[src/verilog/irq_seq_map.svh]
// Purpose: Offsets, field positions, reset values and timing counts of the interrupt sequencer.
// Assumes: Included by bare name; holds definitions only.
// Notes:   Bit positions refer to the 8-bit control, enable, flag and status registers.
`ifndef IRQ_SEQ_MAP_SVH
`define IRQ_SEQ_MAP_SVH

// Interrupt vector loaded into the program counter on entry.
`define IRQ_VECTOR_ADDR      15'h0004

// Control register layout and reset value (edge select comes up rising).
`define CTRL_GIE_BIT         7
`define CTRL_PERIPHERAL_IRQ_ENABLE_BIT        6
`define CTRL_EDGE_BIT        0
`define CTRL_RESET_VAL       8'h01
`define CTRL_IMPL_MASK       8'hC1

// Enable and flag register 0 layout.
`define EN0_EXT_BIT          0
`define EN0_IOC_BIT          4
`define EN0_TMR0_BIT         5
`define EN0_RESET_VAL        8'h00
`define EN0_IMPL_MASK        8'h31
`define FLAG0_RESET_VAL      8'h00

// Status bits that are not part of the saved context.
`define STATUS_TO_BIT        4
`define STATUS_PD_BIT        3

// Timing: the clock runs at quarter-phase rate, four phases per instruction cycle.
`define CLOCK_PERIOD_NS      50
`define INSTR_CYCLE_NS       200
`define PHASES_PER_CYCLE     (`INSTR_CYCLE_NS / `CLOCK_PERIOD_NS)
`define PHASE_Q1             2'h0
`define PHASE_Q4             2'h3

`endif

[src/verilog/irq_seq_pkg.sv]
// Purpose: Types shared by the interrupt sequencer files.
// Assumes: Constants live in irq_seq_map.svh.
// Notes:   Entry takes three instruction cycles: flush, save, vector.
package irq_seq_pkg;

  typedef enum logic [2:0] {
    ST_RUN,
    ST_FLUSH,
    ST_SAVE,
    ST_VECTOR,
    ST_SLEEP,
    ST_WAKE
  } seq_state_t;

  typedef logic [1:0] phase_t;

endpackage

[src/verilog/pin_edge_detect.sv]
// Purpose: Synchronise an asynchronous pin and detect the selected edge.
// Assumes: The pin is held for at least two clocks per level.
// Notes:   The first flop feeds only the second; detection uses stages two and three.
module pin_edge_detect (
  input  wire logic clock,
  input  wire logic arst_n,
  input  wire logic pin_in,
  input  wire logic rising_sel,
  output logic      edge_pulse
);

  logic       sync1_reg;
  logic       sync2_reg;
  logic       last_reg;
  logic       sync1_next;
  logic       sync2_next;
  logic       last_next;
  logic [1:0] fill_reg;
  logic [1:0] fill_next;
  logic       primed;

  // Shift the pin through two synchroniser stages and one history stage.
  // The fill count blocks detection until the history stage holds a real pin sample,
  // so a pin that sits high through reset does not produce a false rising edge.
  always_comb begin
    sync1_next = pin_in;
    sync2_next = sync1_reg;
    last_next  = sync2_reg;
    fill_next  = (fill_reg == 2'h3) ? fill_reg : fill_reg + 2'h1;
    primed     = (fill_reg == 2'h3);
  end

  always_ff @(posedge clock or negedge arst_n) begin
    if (!arst_n) begin
      sync1_reg <= 1'b0;
      sync2_reg <= 1'b0;
      last_reg  <= 1'b0;
      fill_reg  <= 2'h0;
    end else begin
      sync1_reg <= sync1_next;
      sync2_reg <= sync2_next;
      last_reg  <= last_next;
      fill_reg  <= fill_next;
    end
  end

  // Only the selected polarity counts; the other edge is ignored entirely.
  assign edge_pulse = primed & (rising_sel ? (sync2_reg & ~last_reg) : (~sync2_reg & last_reg));

endmodule

[src/verilog/shadow_bank.sv]
// Purpose: Shadow copy of the saved CPU context.
// Assumes: save is a one-clock pulse.
// Notes:   Held data come straight out of the storage register.
module shadow_bank #(
  parameter int WIDTH = 59
) (
  input  wire logic             clock,
  input  wire logic             arst_n,
  input  wire logic             save,
  input  wire logic [WIDTH-1:0] save_data,
  output logic      [WIDTH-1:0] held_data
);

  logic [WIDTH-1:0] held_reg;
  logic [WIDTH-1:0] held_next;

  // Capture on save, otherwise keep the copy for the return.
  always_comb begin
    held_next = save ? save_data : held_reg;
  end

  always_ff @(posedge clock or negedge arst_n) begin
    if (!arst_n) begin
      held_reg <= '0;
    end else begin
      held_reg <= held_next;
    end
  end

  assign held_data = held_reg;

endmodule

[src/verilog/cpu_interrupt_sequencer.sv]
// Purpose: Interrupt flags, enables and CPU redirection sequence of an 8-bit core.
// Assumes: clock runs at quarter-phase rate; the CPU obeys the flush, push, vector and pop strobes.
// Notes:   Software access to the control, enable and flag registers is by plain write strobes.
`include "irq_seq_map.svh"

// Function
// - Any reset leaves redirection disabled until software sets the global enable.
// - Redirect needs global enable, source enable, and group enable for peripheral sources.
// - Flags set on their condition regardless of any enable bit.
// - Entry flushes prefetch, clears global enable, pushes PC, saves context, vectors to 0004h.
// - With global enable clear, flags still set; service follows when it is set again.
// - Return pops the stack, restores context and sets global enable together.
// - Flags stay until software clears them; a still-set enabled flag retriggers.
// - Latency is 3-4 cycles synchronous, 3-5 asynchronous, for any instruction length.
// - The pending condition is sampled once per instruction cycle in the first phase.
// - The external pin flag may be set anywhere from fourth to first phase.
// - Sources running without system clock, enabled before sleep, wake the device.
// - After wake, vector if global enable set, otherwise continue after sleep.
// - The instruction after sleep always executes before branching to the vector.
// - The external pin gives an asynchronous edge interrupt gated by its enable.
// - Edge select one means rising edges only; zero means falling edges only.
// - A selected pin edge sets its flag and redirects when both enables are set.
// - Save and restore W, status less TO/PD, bank, indirect and PC-high registers.
// - The edge select comes out of reset selecting rising edges.
module cpu_interrupt_sequencer #(
  parameter int N_PERIPH = 16
) (
  input  wire logic                clock,
  input  wire logic                arst_n,
  // Software writes.
  input  wire logic                ctrl_wr,
  input  wire logic [7:0]          ctrl_wdata,
  input  wire logic                en0_wr,
  input  wire logic [7:0]          en0_wdata,
  input  wire logic                flag0_wr,
  input  wire logic [7:0]          flag0_wdata,
  input  wire logic                pie_wr,
  input  wire logic [N_PERIPH-1:0] pie_wdata,
  input  wire logic                pir_wr,
  input  wire logic [N_PERIPH-1:0] pir_wdata,
  // Interrupt sources.
  input  wire logic                ext_pin,
  input  wire logic                tmr0_event,
  input  wire logic                ioc_event,
  input  wire logic [N_PERIPH-1:0] periph_event,
  input  wire logic [N_PERIPH-1:0] periph_async,
  // CPU pipeline.
  input  wire logic                instr_retire,
  input  wire logic                return_from_isr_op,
  input  wire logic                sleep_active,
  input  wire logic [14:0]         pc_in,
  input  wire logic [7:0]          w_in,
  input  wire logic [7:0]          status_in,
  input  wire logic [5:0]          bsr_in,
  input  wire logic [15:0]         fsr0_in,
  input  wire logic [15:0]         fsr1_in,
  input  wire logic [6:0]          pc_high_latch_in,
  // Register views.
  output logic [7:0]               irq_control_reg,
  output logic [7:0]               irq_enable_reg0,
  output logic [7:0]               irq_flag_reg0,
  output logic [N_PERIPH-1:0]      peripheral_enable_regs,
  output logic [N_PERIPH-1:0]      irq_flag_reg1,
  // CPU control.
  output irq_seq_pkg::phase_t      q_phase,
  output logic                     prefetch_flush,
  output logic                     stack_push,
  output logic [14:0]              push_pc,
  output logic                     stack_pop,
  output logic                     vector_load,
  output logic [14:0]              vector_addr,
  output logic                     context_restore,
  output logic [7:0]               restore_w,
  output logic [7:0]               restore_status,
  output logic [5:0]               restore_bsr,
  output logic [15:0]              restore_fsr0,
  output logic [15:0]              restore_fsr1,
  output logic [6:0]               restore_pc_high_latch,
  output logic                     wake_request,
  output logic                     in_entry
);

  localparam int CTX_W = 59;

  irq_seq_pkg::seq_state_t state_reg;
  irq_seq_pkg::seq_state_t state_next;
  irq_seq_pkg::phase_t     phase_reg;
  irq_seq_pkg::phase_t     phase_next;
  logic [7:0]              ctrl_reg;
  logic [7:0]              ctrl_next;
  logic [7:0]              en0_reg;
  logic [7:0]              en0_next;
  logic [7:0]              flag0_reg;
  logic [7:0]              flag0_next;
  logic [N_PERIPH-1:0]     pie_reg;
  logic [N_PERIPH-1:0]     pie_next;
  logic [N_PERIPH-1:0]     pir_reg;
  logic [N_PERIPH-1:0]     pir_next;
  logic [14:0]             push_pc_reg;
  logic [14:0]             push_pc_next;
  logic                    ext_edge;
  logic                    global_irq_enable;
  logic                    peripheral_irq_enable;
  logic                    core_pending;
  logic                    periph_pending;
  logic                    any_pending;
  logic                    wake_pending;
  logic                    phase_q1;
  logic                    phase_q4;
  logic                    take_irq;
  logic                    ctx_save;
  logic                    ret_take;
  logic [CTX_W-1:0]        ctx_in;
  logic [CTX_W-1:0]        ctx_held;

  // The pin edge detector synchronises first, so the flag lands cleanly.
  pin_edge_detect u_pin_edge (
    .clock      (clock),
    .arst_n     (arst_n),
    .pin_in     (ext_pin),
    .rising_sel (ctrl_reg[`CTRL_EDGE_BIT]),
    .edge_pulse (ext_edge)
  );

  // Status is saved without its time-out and power-down bits.
  assign ctx_in = {w_in, status_in[7:5], status_in[2:0], bsr_in, fsr0_in, fsr1_in, pc_high_latch_in};

  shadow_bank #(
    .WIDTH (CTX_W)
  ) u_shadow (
    .clock     (clock),
    .arst_n    (arst_n),
    .save      (ctx_save),
    .save_data (ctx_in),
    .held_data (ctx_held)
  );

  // Enable gating; every source funnels into one pending term with no priority.
  always_comb begin
    global_irq_enable            = ctrl_reg[`CTRL_GIE_BIT];
    peripheral_irq_enable           = ctrl_reg[`CTRL_PERIPHERAL_IRQ_ENABLE_BIT];
    core_pending   = |(flag0_reg & en0_reg & 8'(`EN0_IMPL_MASK));
    periph_pending = peripheral_irq_enable & (|(pir_reg & pie_reg));
    any_pending    = core_pending | periph_pending;
    // Only sources that run without the system clock may wake: the pin and async peripherals.
    wake_pending   = (flag0_reg[`EN0_EXT_BIT] & en0_reg[`EN0_EXT_BIT])
                   | (|(pir_reg & pie_reg & periph_async));
    phase_q1       = (phase_reg == `PHASE_Q1);
    phase_q4       = (phase_reg == `PHASE_Q4);
  end

  // Quarter-phase counter; the instruction cycle is four clocks.
  always_comb begin
    phase_next = phase_reg + 2'h1;
  end

  always_ff @(posedge clock or negedge arst_n) begin
    if (!arst_n) begin
      phase_reg <= `PHASE_Q1;
    end else begin
      phase_reg <= phase_next;
    end
  end

  // Redirection decision and entry sequence strobes.
  always_comb begin
    take_irq     = (state_reg == irq_seq_pkg::ST_RUN) && phase_q1 && global_irq_enable && any_pending;
    ctx_save     = (state_reg == irq_seq_pkg::ST_SAVE) && phase_q1;
    ret_take     = (state_reg == irq_seq_pkg::ST_RUN) && return_from_isr_op && !take_irq;
    push_pc_next = take_irq ? pc_in : push_pc_reg;
  end

  // Sequencer: flush, save and vector each take one instruction cycle.
  // Fixed cycle counts keep latency identical for one- and two-cycle instructions.
  always_comb begin
    state_next = state_reg;
    case (state_reg)
      irq_seq_pkg::ST_RUN: begin
        if (take_irq) begin
          state_next = irq_seq_pkg::ST_FLUSH;
        end else if (sleep_active) begin
          state_next = irq_seq_pkg::ST_SLEEP;
        end
      end
      irq_seq_pkg::ST_FLUSH: begin
        if (phase_q4) begin
          state_next = irq_seq_pkg::ST_SAVE;
        end
      end
      irq_seq_pkg::ST_SAVE: begin
        if (phase_q4) begin
          state_next = irq_seq_pkg::ST_VECTOR;
        end
      end
      irq_seq_pkg::ST_VECTOR: begin
        if (phase_q4) begin
          state_next = irq_seq_pkg::ST_RUN;
        end
      end
      irq_seq_pkg::ST_SLEEP: begin
        if (wake_pending) begin
          state_next = irq_seq_pkg::ST_WAKE;
        end
      end
      irq_seq_pkg::ST_WAKE: begin
        // The instruction after sleep retires before any branch is considered.
        if (instr_retire) begin
          state_next = irq_seq_pkg::ST_RUN;
        end
      end
      default: begin
        state_next = irq_seq_pkg::ST_RUN;
      end
    endcase
  end

  always_ff @(posedge clock or negedge arst_n) begin
    if (!arst_n) begin
      state_reg   <= irq_seq_pkg::ST_RUN;
      push_pc_reg <= 15'h0000;
    end else begin
      state_reg   <= state_next;
      push_pc_reg <= push_pc_next;
    end
  end

  // Control register: entry clears the global enable, return sets it, software writes the rest.
  always_comb begin
    ctrl_next = ctrl_reg;
    if (ctrl_wr) begin
      ctrl_next = ctrl_wdata & 8'(`CTRL_IMPL_MASK);
    end
    if (take_irq) begin
      ctrl_next[`CTRL_GIE_BIT] = 1'b0;
    end else if (ret_take) begin
      ctrl_next[`CTRL_GIE_BIT] = 1'b1;
    end
  end

  // Flags: the hardware set wins over a software clear in the same clock.
  // The pin flag may set in any phase, which covers the fourth-to-first phase window.
  always_comb begin
    en0_next   = en0_wr ? (en0_wdata & 8'(`EN0_IMPL_MASK)) : en0_reg;
    pie_next   = pie_wr ? pie_wdata : pie_reg;
    flag0_next = flag0_wr ? (flag0_wdata & 8'(`EN0_IMPL_MASK)) : flag0_reg;
    pir_next   = pir_wr ? pir_wdata : pir_reg;
    flag0_next[`EN0_EXT_BIT]  = flag0_next[`EN0_EXT_BIT] | ext_edge;
    flag0_next[`EN0_IOC_BIT]  = flag0_next[`EN0_IOC_BIT] | ioc_event;
    flag0_next[`EN0_TMR0_BIT] = flag0_next[`EN0_TMR0_BIT] | tmr0_event;
    pir_next   = pir_next | periph_event;
  end

  always_ff @(posedge clock or negedge arst_n) begin
    if (!arst_n) begin
      ctrl_reg  <= `CTRL_RESET_VAL;
      en0_reg   <= `EN0_RESET_VAL;
      flag0_reg <= `FLAG0_RESET_VAL;
      pie_reg   <= '0;
      pir_reg   <= '0;
    end else begin
      ctrl_reg  <= ctrl_next;
      en0_reg   <= en0_next;
      flag0_reg <= flag0_next;
      pie_reg   <= pie_next;
      pir_reg   <= pir_next;
    end
  end

  // Register views for software polling.
  assign irq_control_reg        = ctrl_reg;
  assign irq_enable_reg0        = en0_reg;
  assign irq_flag_reg0          = flag0_reg;
  assign peripheral_enable_regs = pie_reg;
  assign irq_flag_reg1          = pir_reg;

  // CPU strobes; flush on the decision, push and save one cycle later, vector last.
  assign q_phase        = phase_reg;
  assign prefetch_flush = take_irq;
  assign stack_push     = ctx_save;
  assign push_pc        = push_pc_reg;
  assign vector_load    = (state_reg == irq_seq_pkg::ST_VECTOR) && phase_q1;
  assign vector_addr    = `IRQ_VECTOR_ADDR;
  assign stack_pop      = ret_take;
  assign context_restore = ret_take;
  assign wake_request   = (state_reg == irq_seq_pkg::ST_SLEEP) && wake_pending;
  assign in_entry       = (state_reg == irq_seq_pkg::ST_FLUSH) || (state_reg == irq_seq_pkg::ST_SAVE)
                        || (state_reg == irq_seq_pkg::ST_VECTOR);

  // Restored context; the CPU keeps its own time-out and power-down bits.
  assign restore_w      = ctx_held[58:51];
  assign restore_status = {ctx_held[50:48], status_in[`STATUS_TO_BIT], status_in[`STATUS_PD_BIT],
                           ctx_held[47:45]};
  assign restore_bsr    = ctx_held[44:39];
  assign restore_fsr0   = ctx_held[38:23];
  assign restore_fsr1   = ctx_held[22:7];
  assign restore_pc_high_latch = ctx_held[6:0];

endmodule

[config.mk]
export PLATFORM = sky130hd
export DESIGN_NAME = cpu_interrupt_sequencer
export DESIGN_NICKNAME = d
export VERILOG_FILES = /design/src/verilog/irq_seq_pkg.sv /design/src/verilog/pin_edge_detect.sv /design/src/verilog/shadow_bank.sv /design/src/verilog/cpu_interrupt_sequencer.sv
export VERILOG_INCLUDE_DIRS = /design/src /design/src/verilog
export SDC_FILE = /design/constraint.sdc
export NUM_CORES = 1
export LEC_CHECK = 0
export BUFFER_PORTS_ARGS = -buffer_cell sky130_fd_sc_hd__clkbuf_2
export CAP_MARGIN = 20
export CORE_AREA = 2 2 129 131
export DETAILED_ROUTE_END_ITERATION = 7
export DIE_AREA = 0 0 131 133
export PLACE_DENSITY = 0.61
export SLEW_MARGIN = 20
export SYNTH_ARGS = -nofsm -noshare
export SYNTH_HDL_FRONTEND = slang
export SYNTH_HIERARCHICAL = 1
export SYNTH_SLANG_ARGS = --single-unit
[constraint.sdc]
create_clock -name clock -period 2.1 [get_ports clock]
set_clock_uncertainty 0.1 [all_clocks]
set_input_delay 0.21 -clock clock [delete_from_list [all_inputs] [get_ports clock]]
set_output_delay 0.21 -clock clock [all_outputs]
set_load 0.005 [all_outputs]
-- After elaboration in Yosys (flattened, before gate mapping)
Index checks and enable logic that the tools add are counted.
- logic and storage cells: 77
- output and inout bits: 156
- bits in registers: 125
- input bits: 177
- bitwise logic cells: 16
- multiplexer cells: 14
- add/sub/neg operators: 2
- eq/ne operators: 13
- reduce and logical (&&, ||, !) cells: 18
- operators by type and width (kind ; number):
    bitwise AND 16 bit ; 2
    OR reduction 16 bit ; 2
    two-way mux 3 bit ; 7
    one-hot mux 3 bit (6 select lines) ; 1
    two-way mux 16 bit ; 1
    OR 16 bit ; 1
    != test 2 bit, second input constant ; 5
    logical AND 1 bit ; 8
    two-way mux 8 bit ; 1
    bitwise AND 6 bit ; 1
    equality test 3 x 2 -> 1 bit, second input constant ; 2
    equality test 3 bit, second input constant ; 2
    two-way mux 6 bit ; 1
    AND reduction 6 bit ; 1
    bitwise AND 1 bit ; 5
    OR 1 bit ; 5
    adder 2 x 1 -> 2 bit, second input constant ; 2
    equality test 2 bit, second input constant ; 2
    equality test 3 x 1 -> 1 bit, second input constant ; 1
    zero test 3 bit ; 1
    two-way mux 1 bit ; 3
    != test 3 bit, second input constant ; 1
    nonzero test 3 bit ; 1
    OR reduction 3 bit ; 1
    other kinds (4) ; 6

-- Longest topological paths before layout
Gate-level depths: netlist of the first run.
- depth after elaboration: 9
- depth in mapped cells: 8
- gate-level depth less buffers: 6

-- Modules after synthesis
The synthesis of the first run kept the hierarchy.
- modules (own cells, without submodules) (module ; area each (µm²) ; cells each ; seq. area each (µm²) ; instances):
    cpu_interrupt_sequencer ; 2916.5 ; 243 ; 1527.7 ; 1
    shadow_bank ; 2235.9 ; 125 ; 1476.4 ; 1
    pin_edge_detect ; 185.2 ; 11 ; 125.1 ; 1

-- Worst setup path after synthesis of the first run
Ideal clock, no wire load.
- path kind: register -> register
- start point: register phase_reg[0], in the netlist q_phase[0]
- end point: register u_shadow.held_reg[47], in the netlist u_shadow/held_data[47]
- required time: 1.875 ns
- arrival time: 1.642 ns
- buffers on the path: 3
- clock period less this slack: 1.867 ns
- stages on the path, launching flop included: 9
- setup time: 0.125 ns
- setup slack: 0.233 ns
- cell sequence: dfrtp_1 > inv_1 > ha_1 > nor2b_1 > and3_1 > buf_6 > buf_6 > buf_8 > mux2_4
- word-level cells in the longest chain between the ends: 2
- ends and longest elaborated chain (what ; RTL line ; RTL):
    start, declared ; cpu_interrupt_sequencer.sv:87 ; irq_seq_pkg::phase_t phase_reg;
    start signal, assigned ; cpu_interrupt_sequencer.sv:159 ; phase_reg <= `PHASE_Q1;
    start signal, assigned ; cpu_interrupt_sequencer.sv:161 ; phase_reg <= phase_next;
    zero test 2 bit (no source line) ; -- ;
    logical AND 1 bit ; cpu_interrupt_sequencer.sv:168 ; ctx_save = (state_reg == irq_seq_pkg::ST_SAVE) && phase_q1;
    net stack_push ; cpu_interrupt_sequencer.sv:67 ; output logic stack_push,
    end signal, assigned ; shadow_bank.sv:26 ; held_reg <= held_next;
    end, declared ; shadow_bank.sv:14 ; logic [WIDTH-1:0] held_reg;
The timed path passes the listed nets, and every way through them passes these cells.
A chain may end at the register's enable or synchronous reset.

-- Final worst setup path of the first run
- start point: register en0_reg[0], in the netlist irq_enable_reg0[0]
- end point: register push_pc_reg[5], in the netlist push_pc[5]
- word-level cells in the longest chain between the ends: 4
- ends and longest elaborated chain (what ; RTL line ; RTL):
    start, declared ; cpu_interrupt_sequencer.sv:91 ; logic [7:0] en0_reg;
    start signal, assigned ; cpu_interrupt_sequencer.sv:256 ; en0_reg <= `EN0_RESET_VAL;
    start signal, assigned ; cpu_interrupt_sequencer.sv:262 ; en0_reg <= en0_next;
    bitwise AND 6 bit ; cpu_interrupt_sequencer.sv:142 ; core_pending = |(flag0_reg & en0_reg & 8'(`EN0_IMPL_MASK));
    OR reduction 3 bit ; cpu_interrupt_sequencer.sv:142 ;
    OR 1 bit ; cpu_interrupt_sequencer.sv:144 ; any_pending = core_pending | periph_pending;
    logical AND 1 bit ; cpu_interrupt_sequencer.sv:167 ; take_irq = (state_reg == irq_seq_pkg::ST_RUN) && phase_q1 && global_irq_enable && any_pending;
    end signal, assigned ; cpu_interrupt_sequencer.sv:223 ; push_pc_reg <= push_pc_next;
    end, declared ; cpu_interrupt_sequencer.sv:99 ; logic [14:0] push_pc_reg;
Every way passes these cells.

==> key figures, run 1 <==
Worst setup path
  – Reg-to-Reg End: push_pc[5]$_DFFE_PN0P_
  – R2R setup slack: -0.20 ns
  – R2R cell count: 8
  – CP required: 2.29 ns
  – Worst Path Buf+Inv: 5
  – Cell repeated most along the worst path: buf_6
  – CP max stage delay: 0.62 ns
  – Reg2reg start: irq_enable_reg0[0]$_DFFE_PN0P_
  – CP Max Fanout: 8
  – Delay-heaviest family, CP: buffers and inverters
  – CP Capture Type: flop
  – Cells along the critical path: a222oi_1 > buf_4 > a21oi_4 > buf_4 > buf_6 > buf_6 > buf_6 > mux2_2
  – WS Path Type: flop to flop
  – Startpoint Class: flop
  – Slowest-stage cell, CP: a222oi_1
  – Critical path arrival: 2.49 ns

Power
  – Pwr Total: 9421 uW
  – Peak VDD IR: 0.5187 mV
  – PD cells: a little over 1000 nW/um^2
  – Pleak: 0.004497 uW

Detailed routing
  – Vias/cell: 4.443
  – Initial DRC Count: ~170
  – Vias: between 4000 and 5000
  – First-pass DRT Iterations: 4
  – DR WL/cell: 15.12 um
  – Routed Wire Length: 16.09 mm
  – Post-route ant nets: 0
  – # DRC: 0

Place
  – Post-DP HPWL: ~11 mm
  – PortBufs: 283
  – DP Worst Slack: -0.04863 ns
  – Routability Congestion: 0.8220

STA
  – Final Critical Period: about 2.3 ns
  – Sum Neg Setup Slack: -2.262 ns
  – Final slew viol count: 0
  – Worst slew margin: 54.18%
  – Final Hold Viols: 0
  – Max Freq: 0.4342 GHz
  – Unrepaired setup endpoints after global routing: yes
  – Setup violators final: 13
  – Setup WS post-layout: -0.2029 ns
  – Worst Tran Pin Value: slightly below 0.7 ns
  – Period utilization: 109.7%

Finish
  – Final core occ: 56.74%
  – Area grow syn2layout: 71.92%
  – Nets: 1010
  – Layout cell share with drive strength beyond 1: between 50% and 60%
  – Largest register FFs: 59

Yosys
  – Post-synth ARST share: 100.0%
  – Yosys synthesis warning count: 6
  – Sequential fraction of the synthesis area: roughly three fifths
  – Main synth FF type: dfrtp_1
  – Post-Syn Area: 5338 sq um
  – Unique masters post-synth: 38
  – Avg Inst Size Synth: ~14 sq um
  – #FFs+latches synth: 125
  – Post-Syn Instances: 379
  – Post-synth EDFFs: 0

Clocking
  – CTS buffer count: 17
  – H-tree depth: 4
  – CTS tree: built
  – Clock root cell: clkbuf_16
  – Clk_lat worst skew: 0.41 ns
  – Clock sinks: 125
  – Longest Clk Path Bufs: 2
  – Clock-pin slew on the worst setup and hold paths: 0.05 ns

Die
  – # IOs: roughly 330
  – Initial Utilization: 33.01%
  – Row cnt: 47
  – Die X: 131 um
  – Die area: about 17000 sq um
  – Core area: 16170 sq um
  – Vert. Die Dim: 133 um

Run status
  – Status: finished with violations
  – Failing checks: negative setup slack

Global routing
  – Global Route Usage Sum: 18.66%
  – Vias in the first global route: between 5000 and 6000
  – Largest net degree at the start of global routing: 126
  – First-pass GRT wire length: 25.10 mm
  – Remaining Overflow, GRT: 0
  – Initial antenna violation count: 1

Flow run
  – Max-cap check violation count: 0

Hold path
  – HP Class: input port to flop
  – Hold Path Depth: 3
  – Hold Crit Endpoint: irq_control_reg[7]$_DFFE_PN0P_
  – Hold_sp: ctrl_wdata[7]
-- layout by cell type, fill, tap and decap left out, drive strengths merged, types with 3 or more instances in the layout --
| cell | instances |
|---|---|
| mux2 | 96 |
| ha | 3 |
| clkinv | 4 |
| buf | 34 |
| nand4 | 4 |
| nor2 | 5 |
| a22oi | 8 |
| bufinv | 5 |
| inv | 3 |
| a211o | 19 |
| clkbuf | 301 |
| nand3 | 15 |
| nor2b | 20 |
| nand2 | 6 |
| conb | 30 |
| a21oi | 4 |
| dfrtp | 124 |
| dlygate4sd3 | 138 |
-- power breakdown --
part / internal, uW / switching [uW]
logic: 1540 / 965
clock network: 2160 / 1040
registers: 3210 / 493
total: 6920 / 2500
-- repair_timing --
action                                  CTS  global route
resized for setup                        10            12
pin swaps                                 7             0
gates cloned                              0             0
hold endpoints to repair                240             0
buffers inserted                          7             4
hold buffers                            138             0
endpoints found under the setup margin   20            24
-- worst register-to-register path, delay by kind of cell, from the launching register on --
family	cells	cell delay (ns)
AO/OA/AOI/OAI	2	0.70
flip-flops	1	0.39
buffers and inverters	5	0.72
multiplexers	1	0.27
-- logic make-up (layout without fill, tap and decap cells) --
logic type               count (synthesis)  count (layout)  synth area share (%)
AO/OA/AOI/OAI                           40              40                 5.860
XOR/XNOR                                 2               2                0.3282
adder cells (fa/ha/maj)                  3               3                0.7033
buffers and inverters                   51             487                 6.681
flip-flops                             125             125                 58.63
multiplexers                            97              97                 21.21
other                                    2              31                0.1407
AND/OR/NAND/NOR                         59              59                 6.446
-- Yosys cell counts, drive strengths merged (2+ instances only) --
cell type	instances	share of area (%)
a31oi	2	0.23
dfrtp	124	58
clkbuf	5	0.35
and3	2	0.23
a22oi	8	1.1
nor2	5	0.35
conb	2	0.14
nor2b	20	2.3
ha	3	0.70
inv	3	0.21
o22ai	2	0.23
nand3	15	1.4
a21oi	4	0.38
buf	43	6.1
nand4	4	0.47
mux2	96	21
nand2	6	0.42
a211o	19	3.1
-- layer usage --
metal  vias to the layer above  GRT usage [%]  share of wire [%]
met2                       210          34.46                 54
met3                        41          5.378                6.4
met5                         -              0                  0
met1                      2276          19.15                 36
li1                       2200              -                  -
met4                         0          8.274                3.2
-- how the worst max path moves through the flow --
| stage | from | end | slack [ns] | cells after the start |
|---|---|---|---|---|
| after floorplan | q_phase[0]$_DFF_PN0_ | u_shadow/held_data[47]$_DFFE_PN0P_ | 0.23 | 8 |
| after global placement | irq_flag_reg0[0]$_DFF_PN0_ | push_pc[14]$_DFFE_PN0P_ | 0.001 | 5 |
| after detailed placement | q_phase[0]$_DFF_PN0_ | push_pc[12]$_DFFE_PN0P_ | -0.05 | 8 |
| after CTS | irq_flag_reg0[0]$_DFF_PN0_ | context_restore | -0.28 | 5 |
| after global routing | irq_flag_reg0[0]$_DFF_PN0_ | stack_pop | -0.26 | 5 |
| final | irq_enable_reg0[0]$_DFFE_PN0P_ | push_pc[5]$_DFFE_PN0P_ | -0.20 | 8 |
-- layout make-up --
cell class / count / area, sq um
fillers: 1334 / 6995
flip-flops and latches: 125 / 3129
repair buffers: 452 / 3080
multi-input cells: 231 / 2028
clock buffers: 21 / 460.4
well taps: 220 / 275.3
clock inverters: 11 / 188.9
inverters: 3 / 11.26
diodes: 1 / 2.502
-- through the flow --
| step | area [sq um] | cells | hold WS (ns) |
|---|---|---|---|
| 2_1_floorplan | 5443 | 407 | -0.1856 |
| 3_3_place_gp | 6979 | 883 | 0.2235 |
| 3_5_place_dp | 6979 | 883 | 0.2220 |
| 4_1_cts | 9110 | 1060 | 0.005074 |
| 5_1_grt | 9176 | 1064 | 0.02417 |
| 6_report | 9176 | 1064 | 0.02330 |
Note: power is estimated with default switching activity, not from simulation.
==> run 2, diff against run 1 <==
--- a/config.mk
+++ b/config.mk
@@ -7,11 +7,11 @@
 export NUM_CORES = 1
 export LEC_CHECK = 0
 export BUFFER_PORTS_ARGS = -buffer_cell sky130_fd_sc_hd__clkbuf_2
-export CAP_MARGIN = 20
-export CORE_AREA = 2 2 129 131
+export CORE_AREA = 2 2 127 129
+export CTS_BUF_LIST = sky130_fd_sc_hd__clkbuf_4
 export DETAILED_ROUTE_END_ITERATION = 7
-export DIE_AREA = 0 0 131 133
-export PLACE_DENSITY = 0.61
+export DIE_AREA = 0 0 129 131
+export PLACE_DENSITY = 0.63
 export SLEW_MARGIN = 20
 export SYNTH_ARGS = -nofsm -noshare
 export SYNTH_HDL_FRONTEND = slang
==> run 2 against run 1 <==
Net effect: the flow still finishes with violations (negative setup slack); flip-flop and latch count unchanged; sequential share of layout area up 0.53 points; register-to-register slack better by 0.19 ns; via count up 3.0%; clock power down 50%; fmax down 2.4%; combinational power up 5%; critical path depth down 2; hold slack better by 0.11 ns; critical path type is now flop to output pin; largest power group unchanged.
==> key figures, run 2 (synthesized netlist as in run 1, its figures left out) <==
Run status
  – Status: finished with violations
  – Failing checks: negative setup slack

Die
  – Row cnt: 46 (-2.1%)
  – Die area: 16900 sq um (-3.0%)
  – Core area: 15600 sq um (-3.6%)
  – Vert. Die Dim: 131 um (-1.5%)
  – # IOs: 333 (unchanged)
  – Die X: 129 um (-1.5%)
  – Initial Utilization: 34.22% (+1.2 points)

Power
  – Logic pwr share: 33.1% (+6.5 points)
  – Net Switching: 2424 uW (-3.1%)
  – Sw Ratio: 30.55% (+4.0 points)
  – Peak VDD IR: 0.4045 mV (-22%)
  – PD cells: 878.0 nW/um^2 (-14%)
  – Pleak: 0.004436 uW (-1.3%)
  – Clock power frac: 20.3% (-14 points)
  – Internal: 5509 uW (-20%)
  – Sequential share of power: 46.6% (+7.3 points)

Global routing
  – Initial antenna violation count: 1 (unchanged)
  – Largest net degree at the start of global routing: 126 (unchanged)
  – Vias in the first global route: 5201 (+0.46%)
  – First-pass GRT wire length: 25.67 mm (+2.3%)
  – Remaining Overflow, GRT: 0 (unchanged)
  – Global Route Usage Sum: 19.71% (+1.1 points)

Finish
  – Commonest non-fill, non-tap cell in the layout: clkbuf_2
  – Fin cells: 1084 (+1.9%)
  – Area grow syn2layout: 69.27%
  – Layout cell share with drive strength beyond 1: 54.79% (+1.2 points)
  – Nets: 1034 (+2.4%)
  – Most frequent cells in the layout: 279 x clkbuf_2, 145 x dlygate4sd3_1, 124 x dfrtp_1, 85 x mux2_2, 43 x buf_4
  – Largest register FFs: 59 (unchanged)

Clocking
  – Clock sinks: 125 (unchanged)
  – Clock root cell: clkbuf_4
  – CTS buffer count: 17 (unchanged)
  – H-tree depth: 4 (unchanged)
  – CTS tree: built
  – Clk_lat worst skew: 0.52 ns (+0.11 ns)
  – Clock-pin slew on the worst setup and hold paths: 0.11 ns (+0.06 ns)
  – Longest Clk Path Bufs: 2 (unchanged)

Detailed routing
  – Initial DRC Count: 212 (+25%)
  – Vias: 4871 (+3.0%)
  – Post-route ant nets: 0 (unchanged)
  – # DRC: 0 (unchanged)
  – First-pass DRT Iterations: 4 (unchanged)
  – Routed Wire Length: 16.86 mm (+4.8%)
  – Vias/cell: 4.494 (+1.1%)
  – DR WL/cell: 15.55 um (+2.9%)

STA
  – Final Critical Period: 2.359 ns (+0.05662 ns)
  – Sum Neg Setup Slack: -0.8965 ns (+1.366 ns)
  – Setup violators final: 7 (-6)
  – Worst Tran Pin Value: 0.7322 ns (+0.04491 ns)
  – Worst slew margin: 51.19% (-3.0 points)
  – Max Freq: 0.4238 GHz (-2.4%)
  – Unrepaired setup endpoints after global routing: yes
  – Setup WS post-layout: -0.2595 ns (-0.05662 ns)
  – Final slew viol count: 0 (unchanged)
  – Final Hold Viols: 0 (unchanged)
  – Period utilization: 112.4% (+2.7 points)

Worst setup path
  – R2R cell count: 8 (unchanged)
  – Startpoint Class: flop
  – Delay-heaviest family, CP: compound AO/OA/AOI/OAI gates
  – CP Max Fanout: 4 (-4)
  – Stages on worst setup path: 6 (-2)
  – Cells along the critical path: a22oi_2 > nand2_1 > o31ai_4 > a21oi_4 > nor2_4 > buf_2
  – CP max stage delay: 0.47 ns (-0.15 ns)
  – Worst Path Buf+Inv: 1 (-4)
  – Slowest-stage cell, CP: dfrtp_1
  – Critical path arrival: 2.05 ns (-0.44 ns)
  – CP Capture Type: output pin
  – WS Path Type: flop to output pin
  – CP required: 1.79 ns (-0.50 ns)

Place
  – Placed Cells: 875 (-0.91%)
  – Routability Congestion: 0.7942 (-3.4%)
  – Post-DP HPWL: 11.13 mm (+1.6%)
  – PortBufs: 283 (unchanged)

Hold path
  – HP Class: input port to flop
  – Hold Path Depth: 4 (+1)

Flow run
  – Max-cap check violation count: 0 (unchanged)
==> run 2: changes by cell type in the layout (fill, tap and decap cells not counted), sizes merged <==
cell / previous run / this run
buf: 34 / 51
bufinv: 5 / 2
clkbuf: 301 / 299
clkinv: 4 / 8
clkinvlp: 2 / 3
dlygate4sd3: 138 / 145
==> run 2: final timing paths <==
check | start | endpoint | slack, ns
worst min-delay path | periph_async[4] | state_reg[2]$_DFFE_PN0P_ | 0.13
max in group asynchronous | arst_n | peripheral_enable_regs[0]$_DFFE_PN0P_ | 1.12
worst max register to register | peripheral_enable_regs[4]$_DFFE_PN0P_ | push_pc[14]$_DFFE_PN0P_ | -0.01
worst max-delay path | peripheral_enable_regs[4]$_DFFE_PN0P_ | context_restore | -0.26
worst min register to register | u_pin_edge/sync1_reg$_DFF_PN0_ | u_pin_edge/last_next$_DFF_PN0_ | 0.26
min in group asynchronous | arst_n | irq_flag_reg1[6]$_DFF_PN0_ | 0.18
==> run 2: worst register-to-register path, delay by kind of cell (launching register included) <==
kind,cells,cell delay [ns]
flip-flops,1,0.47
multiplexers,1,0.26
AO/OA/AOI/OAI,3,0.67
buffers and inverters,3,0.39
AND/OR/NAND/NOR,1,0.12
==> run 2: layer usage <==
metal / wire length (um) / global-route usage (%)
met5: 0 / 0
met4: 333 / 8.120
met3: 1203 / 5.415
met2: 9131 / 36.41
met1: 6192 / 21.35
==> run 2: repair_timing <==
| action | in CTS | in global routing |
|---|---|---|
| buffers inserted | 25 | 8 |
| cloned | 0 | 0 |
| hold endpoints to repair | 241 | 0 |
| pin swaps | 11 | 4 |
| endpoints found under the setup margin | 5 | 19 |
| resized for setup | 18 | 13 |
| hold buffers | 145 | 0 |
==> run 2: stage by stage <==
stage          utilization [%]  instance area, sq um  hold slack (ns)  worst slack [ns]  total power, uW
2_1_floorplan                -                  5443          -0.1856            0.2333             4709
4_1_cts                  57.22                  8925          0.03761           -0.3752             7993
5_1_grt                  57.93                  9035          0.07863           -0.3829             8480
6_report                 57.93                  9035           0.1315           -0.2595             7933
3_5_place_dp             44.52                  6944           0.2257           0.04667             6017
3_3_place_gp             44.52                  6944           0.2225           0.06516             5906
==> run 2: layout make-up <==
cell class,instances,area (sq um)
diodes,1,2.502
clock buffers,19,142.6
clock inverters,13,125.1
fillers,1214,6563
inverters,3,11.26
multi-input cells,231,2064
flip-flops and latches,125,3129
well taps,216,270.3
repair buffers,476,3289
==> run 2: power by group through the flow <==
stage / logic, uW / clock network, uW / registers (uW)
final: 2630 / 1610 / 3690
after CTS: 2610 / 1700 / 3680
after detailed placement: 2280 / 0 / 3730
after global routing: 2870 / 1800 / 3810
after floorplan: 984 / 0 / 3720
after global placement: 2220 / 0 / 3690
==> run 3, diff against run 2 <==
--- a/config.mk
+++ b/config.mk
@@ -11,7 +11,8 @@
 export CTS_BUF_LIST = sky130_fd_sc_hd__clkbuf_4
 export DETAILED_ROUTE_END_ITERATION = 7
 export DIE_AREA = 0 0 129 131
-export PLACE_DENSITY = 0.63
+export MAX_ROUTING_LAYER = met4
+export PLACE_DENSITY = 0.77
 export SLEW_MARGIN = 20
 export SYNTH_ARGS = -nofsm -noshare
 export SYNTH_HDL_FRONTEND = slang
==> constraint.sdc (replaced) <==
create_clock -name clock -period 2.1 [get_ports clock]
set_clock_uncertainty 0.1 [all_clocks]
set_input_delay 0.21 -clock clock [delete_from_list [all_inputs] [get_ports clock]]
set_output_delay 0.21 -clock clock [all_outputs]
set_load 0.01 [all_outputs]
==> run 3 against run 2 <==
Net effect: the flow still finishes with violations (negative setup slack); design area rose by 0.15%; sequential share of layout area down 0.053 points; wire length grew 1.6%; highest routed layer unchanged.
==> key figures, run 3 (synthesized netlist as in run 1, its figures left out) <==
STA
  – Period utilization: 108.6% (-3.8 points)
  – Unrepaired setup endpoints after global routing: yes
  – Final Critical Period: 2.280 ns (-0.07909 ns)
  – Final slew viol count: 0 (unchanged)
  – Max Freq: 0.4385 GHz (+3.5%)
  – Worst slew margin: 52.10% (+0.92 points)
  – Sum Neg Setup Slack: -0.6882 ns (+0.2083 ns)
  – Setup WS post-layout: -0.1804 ns (+0.07909 ns)
  – Worst Tran Pin Value: 0.7185 ns (-0.01373 ns)
  – Setup violators final: 4 (-3)
  – Final Hold Viols: 0 (unchanged)
  – Hold slack: 0.1643 ns (+0.03280 ns)

Global routing
  – First-pass GRT wire length: 25.40 mm (-1.1%)
  – Initial antenna violation count: 1 (unchanged)
  – Vias in the first global route: 5133 (-1.3%)
  – Largest net degree at the start of global routing: 126 (unchanged)
  – Global Route Usage Sum: 20.41% (+0.70 points)
  – Remaining Overflow, GRT: 0 (unchanged)

Die
  – Initial Utilization: 34.22% (unchanged)
  – Die X: 129 um (unchanged)
  – Core area: 15600 sq um (unchanged)
  – Row cnt: 46 (unchanged)
  – Vert. Die Dim: 131 um (unchanged)
  – Die area: 16900 sq um (unchanged)
  – # IOs: 333 (unchanged)

Detailed routing
  – DR WL/cell: 15.82 um (+1.7%)
  – # DRC: 0 (unchanged)
  – First-pass DRT Iterations: 4 (unchanged)
  – Post-route ant nets: 0 (unchanged)
  – Vias: 4876 (+0.10%)
  – Routed Wire Length: 17.14 mm (+1.6%)
  – Vias/cell: 4.502 (+0.20%)
  – Initial DRC Count: 117 (-45%)

Power
  – Peak VDD IR: 0.5801 mV (+43%)
  – Pwr Total: 8335 uW (+5.1%)
  – PD cells: 921.1 nW/um^2 (+4.9%)
  – Pleak: 0.004452 uW (+0.36%)

Finish
  – Nets: 1033 (-0.097%)
  – Largest register FFs: 59 (unchanged)
  – Area grow syn2layout: 69.53%
  – Most frequent cells in the layout: 277 x clkbuf_2, 145 x dlygate4sd3_1, 124 x dfrtp_1, 85 x mux2_2, 40 x buf_4
  – Layout fillers: 1242 (+2.3%)
  – Final instance area: 9049 sq um (+0.15%)
  – Layout cell share with drive strength beyond 1: 54.50% (-0.28 points)
  – Commonest non-fill, non-tap cell in the layout: clkbuf_2

Worst setup path
  – Reg2reg start: irq_flag_reg1[3]$_DFF_PN0_
  – Critical path arrival: 1.97 ns (-0.08 ns)
  – Worst Path Buf+Inv: 3 (+2)
  – CP Launch Point: irq_flag_reg1[14]$_DFF_PN0_
  – Cells along the critical path: buf_6 > a32o_2 > nor4_2 > buf_4 > a21oi_2 > clkbuf_2
  – CP Max Fanout: 2 (-2)
  – Startpoint Class: flop
  – CP max stage delay: 0.43 ns (-0.04 ns)
  – CP required: 1.79 ns (about the same)
  – Slowest-stage cell, CP: dfrtp_1
  – CP Capture Type: output pin
  – WS Path Type: flop to output pin
  – Delay-heaviest family, CP: buffers and inverters

Hold path
  – HP Class: input port to flop
  – Hold_sp: periph_async[4]

Place
  – Routability Congestion: 0.8079 (+1.7%)
  – DP Worst Slack: -0.02607 ns (-0.07274 ns)
  – Post-DP HPWL: 10.64 mm (-4.4%)
  – PortBufs: 283 (unchanged)
  – Placed Area: 7047 sq um (+1.5%)

Clocking
  – H-tree depth: 4 (unchanged)
  – Clock root cell: clkbuf_4
  – Clock sinks: 125 (unchanged)
  – Longest Clk Path Bufs: 2 (unchanged)
  – Clock-pin slew on the worst setup and hold paths: 0.11 ns (about the same)
  – Clk_lat worst skew: 0.51 ns (about the same)
  – CTS tree: built
  – CTS buffer count: 17 (unchanged)

Run status
  – Status: finished with violations
  – Failing checks: negative setup slack

Flow run
  – Max-cap check violation count: 0 (unchanged)
## run 3: worst min-delay path, cell delays in order
cell and delay [ns]:
clkbuf_2 0.07, a31oi_1 0.16, a31oi_1 0.19, o22ai_1 0.09
## run 3: per-layer routing
layer | global-route usage (%) | up-vias | part of all wire, %
li1 | - | 2259 | -
met2 | 36.66 | 240 | 54
met4 | 8.056 | 0 | 2.2
met1 | 21.41 | 2346 | 38
met3 | 5.456 | 31 | 5.8
met5 | - | - | 0
## run 3: stage by stage
step	util, %	std cells
3_5_place_dp	45.18	887
6_report	58.01	1083
2_1_floorplan	-	407
3_3_place_gp	45.18	887
4_1_cts	57.59	1078
5_1_grt	58.01	1083
## run 3: power breakdown
group	leakage, uW	switching [uW]	internal, uW	total (uW)
clock	0.000156	886	820	1710
combinational	0.00283	1320	1610	2930
sequential	0.00147	500	3200	3700
## run 3: path summary, 6_finish.rpt
kind                            slack (ns)                            endpoint  cells past startpoint
worst max-delay path                 -0.18                        wake_request                      6
min in group asynchronous             0.19  u_shadow/held_data[54]$_DFFE_PN0P_                      3
worst max register to register        0.08              push_pc[0]$_DFFE_PN0P_                      7
worst min-delay path                  0.16            state_reg[2]$_DFFE_PN0P_                      4
worst min register to register        0.26      u_pin_edge/last_next$_DFF_PN0_                      0
max in group asynchronous             1.10         irq_flag_reg1[15]$_DFF_PN0_                      3
## run 3: cell type report
type / count / area, sq um / area share [%]
repair buffers: 475 / 3311 / 36.59
clock inverters: 14 / 150.1 / 1.659
clock buffers: 18 / 135.1 / 1.493
flip-flops and latches: 125 / 3129 / 34.58
inverters: 3 / 11.26 / 0.1244
well taps: 216 / 270.3 / 2.987
multi-input cells: 231 / 2039 / 22.54
diodes: 1 / 2.502 / 0.02765
## run 3: what timing repair did
item	CTS	global route
setup endpoints to repair	16	31
gates resized for setup	23	11
cloned	0	1
buffers inserted	14	4
pin swaps	9	5
hold buffers	145	0
hold endpoints to repair	241	0
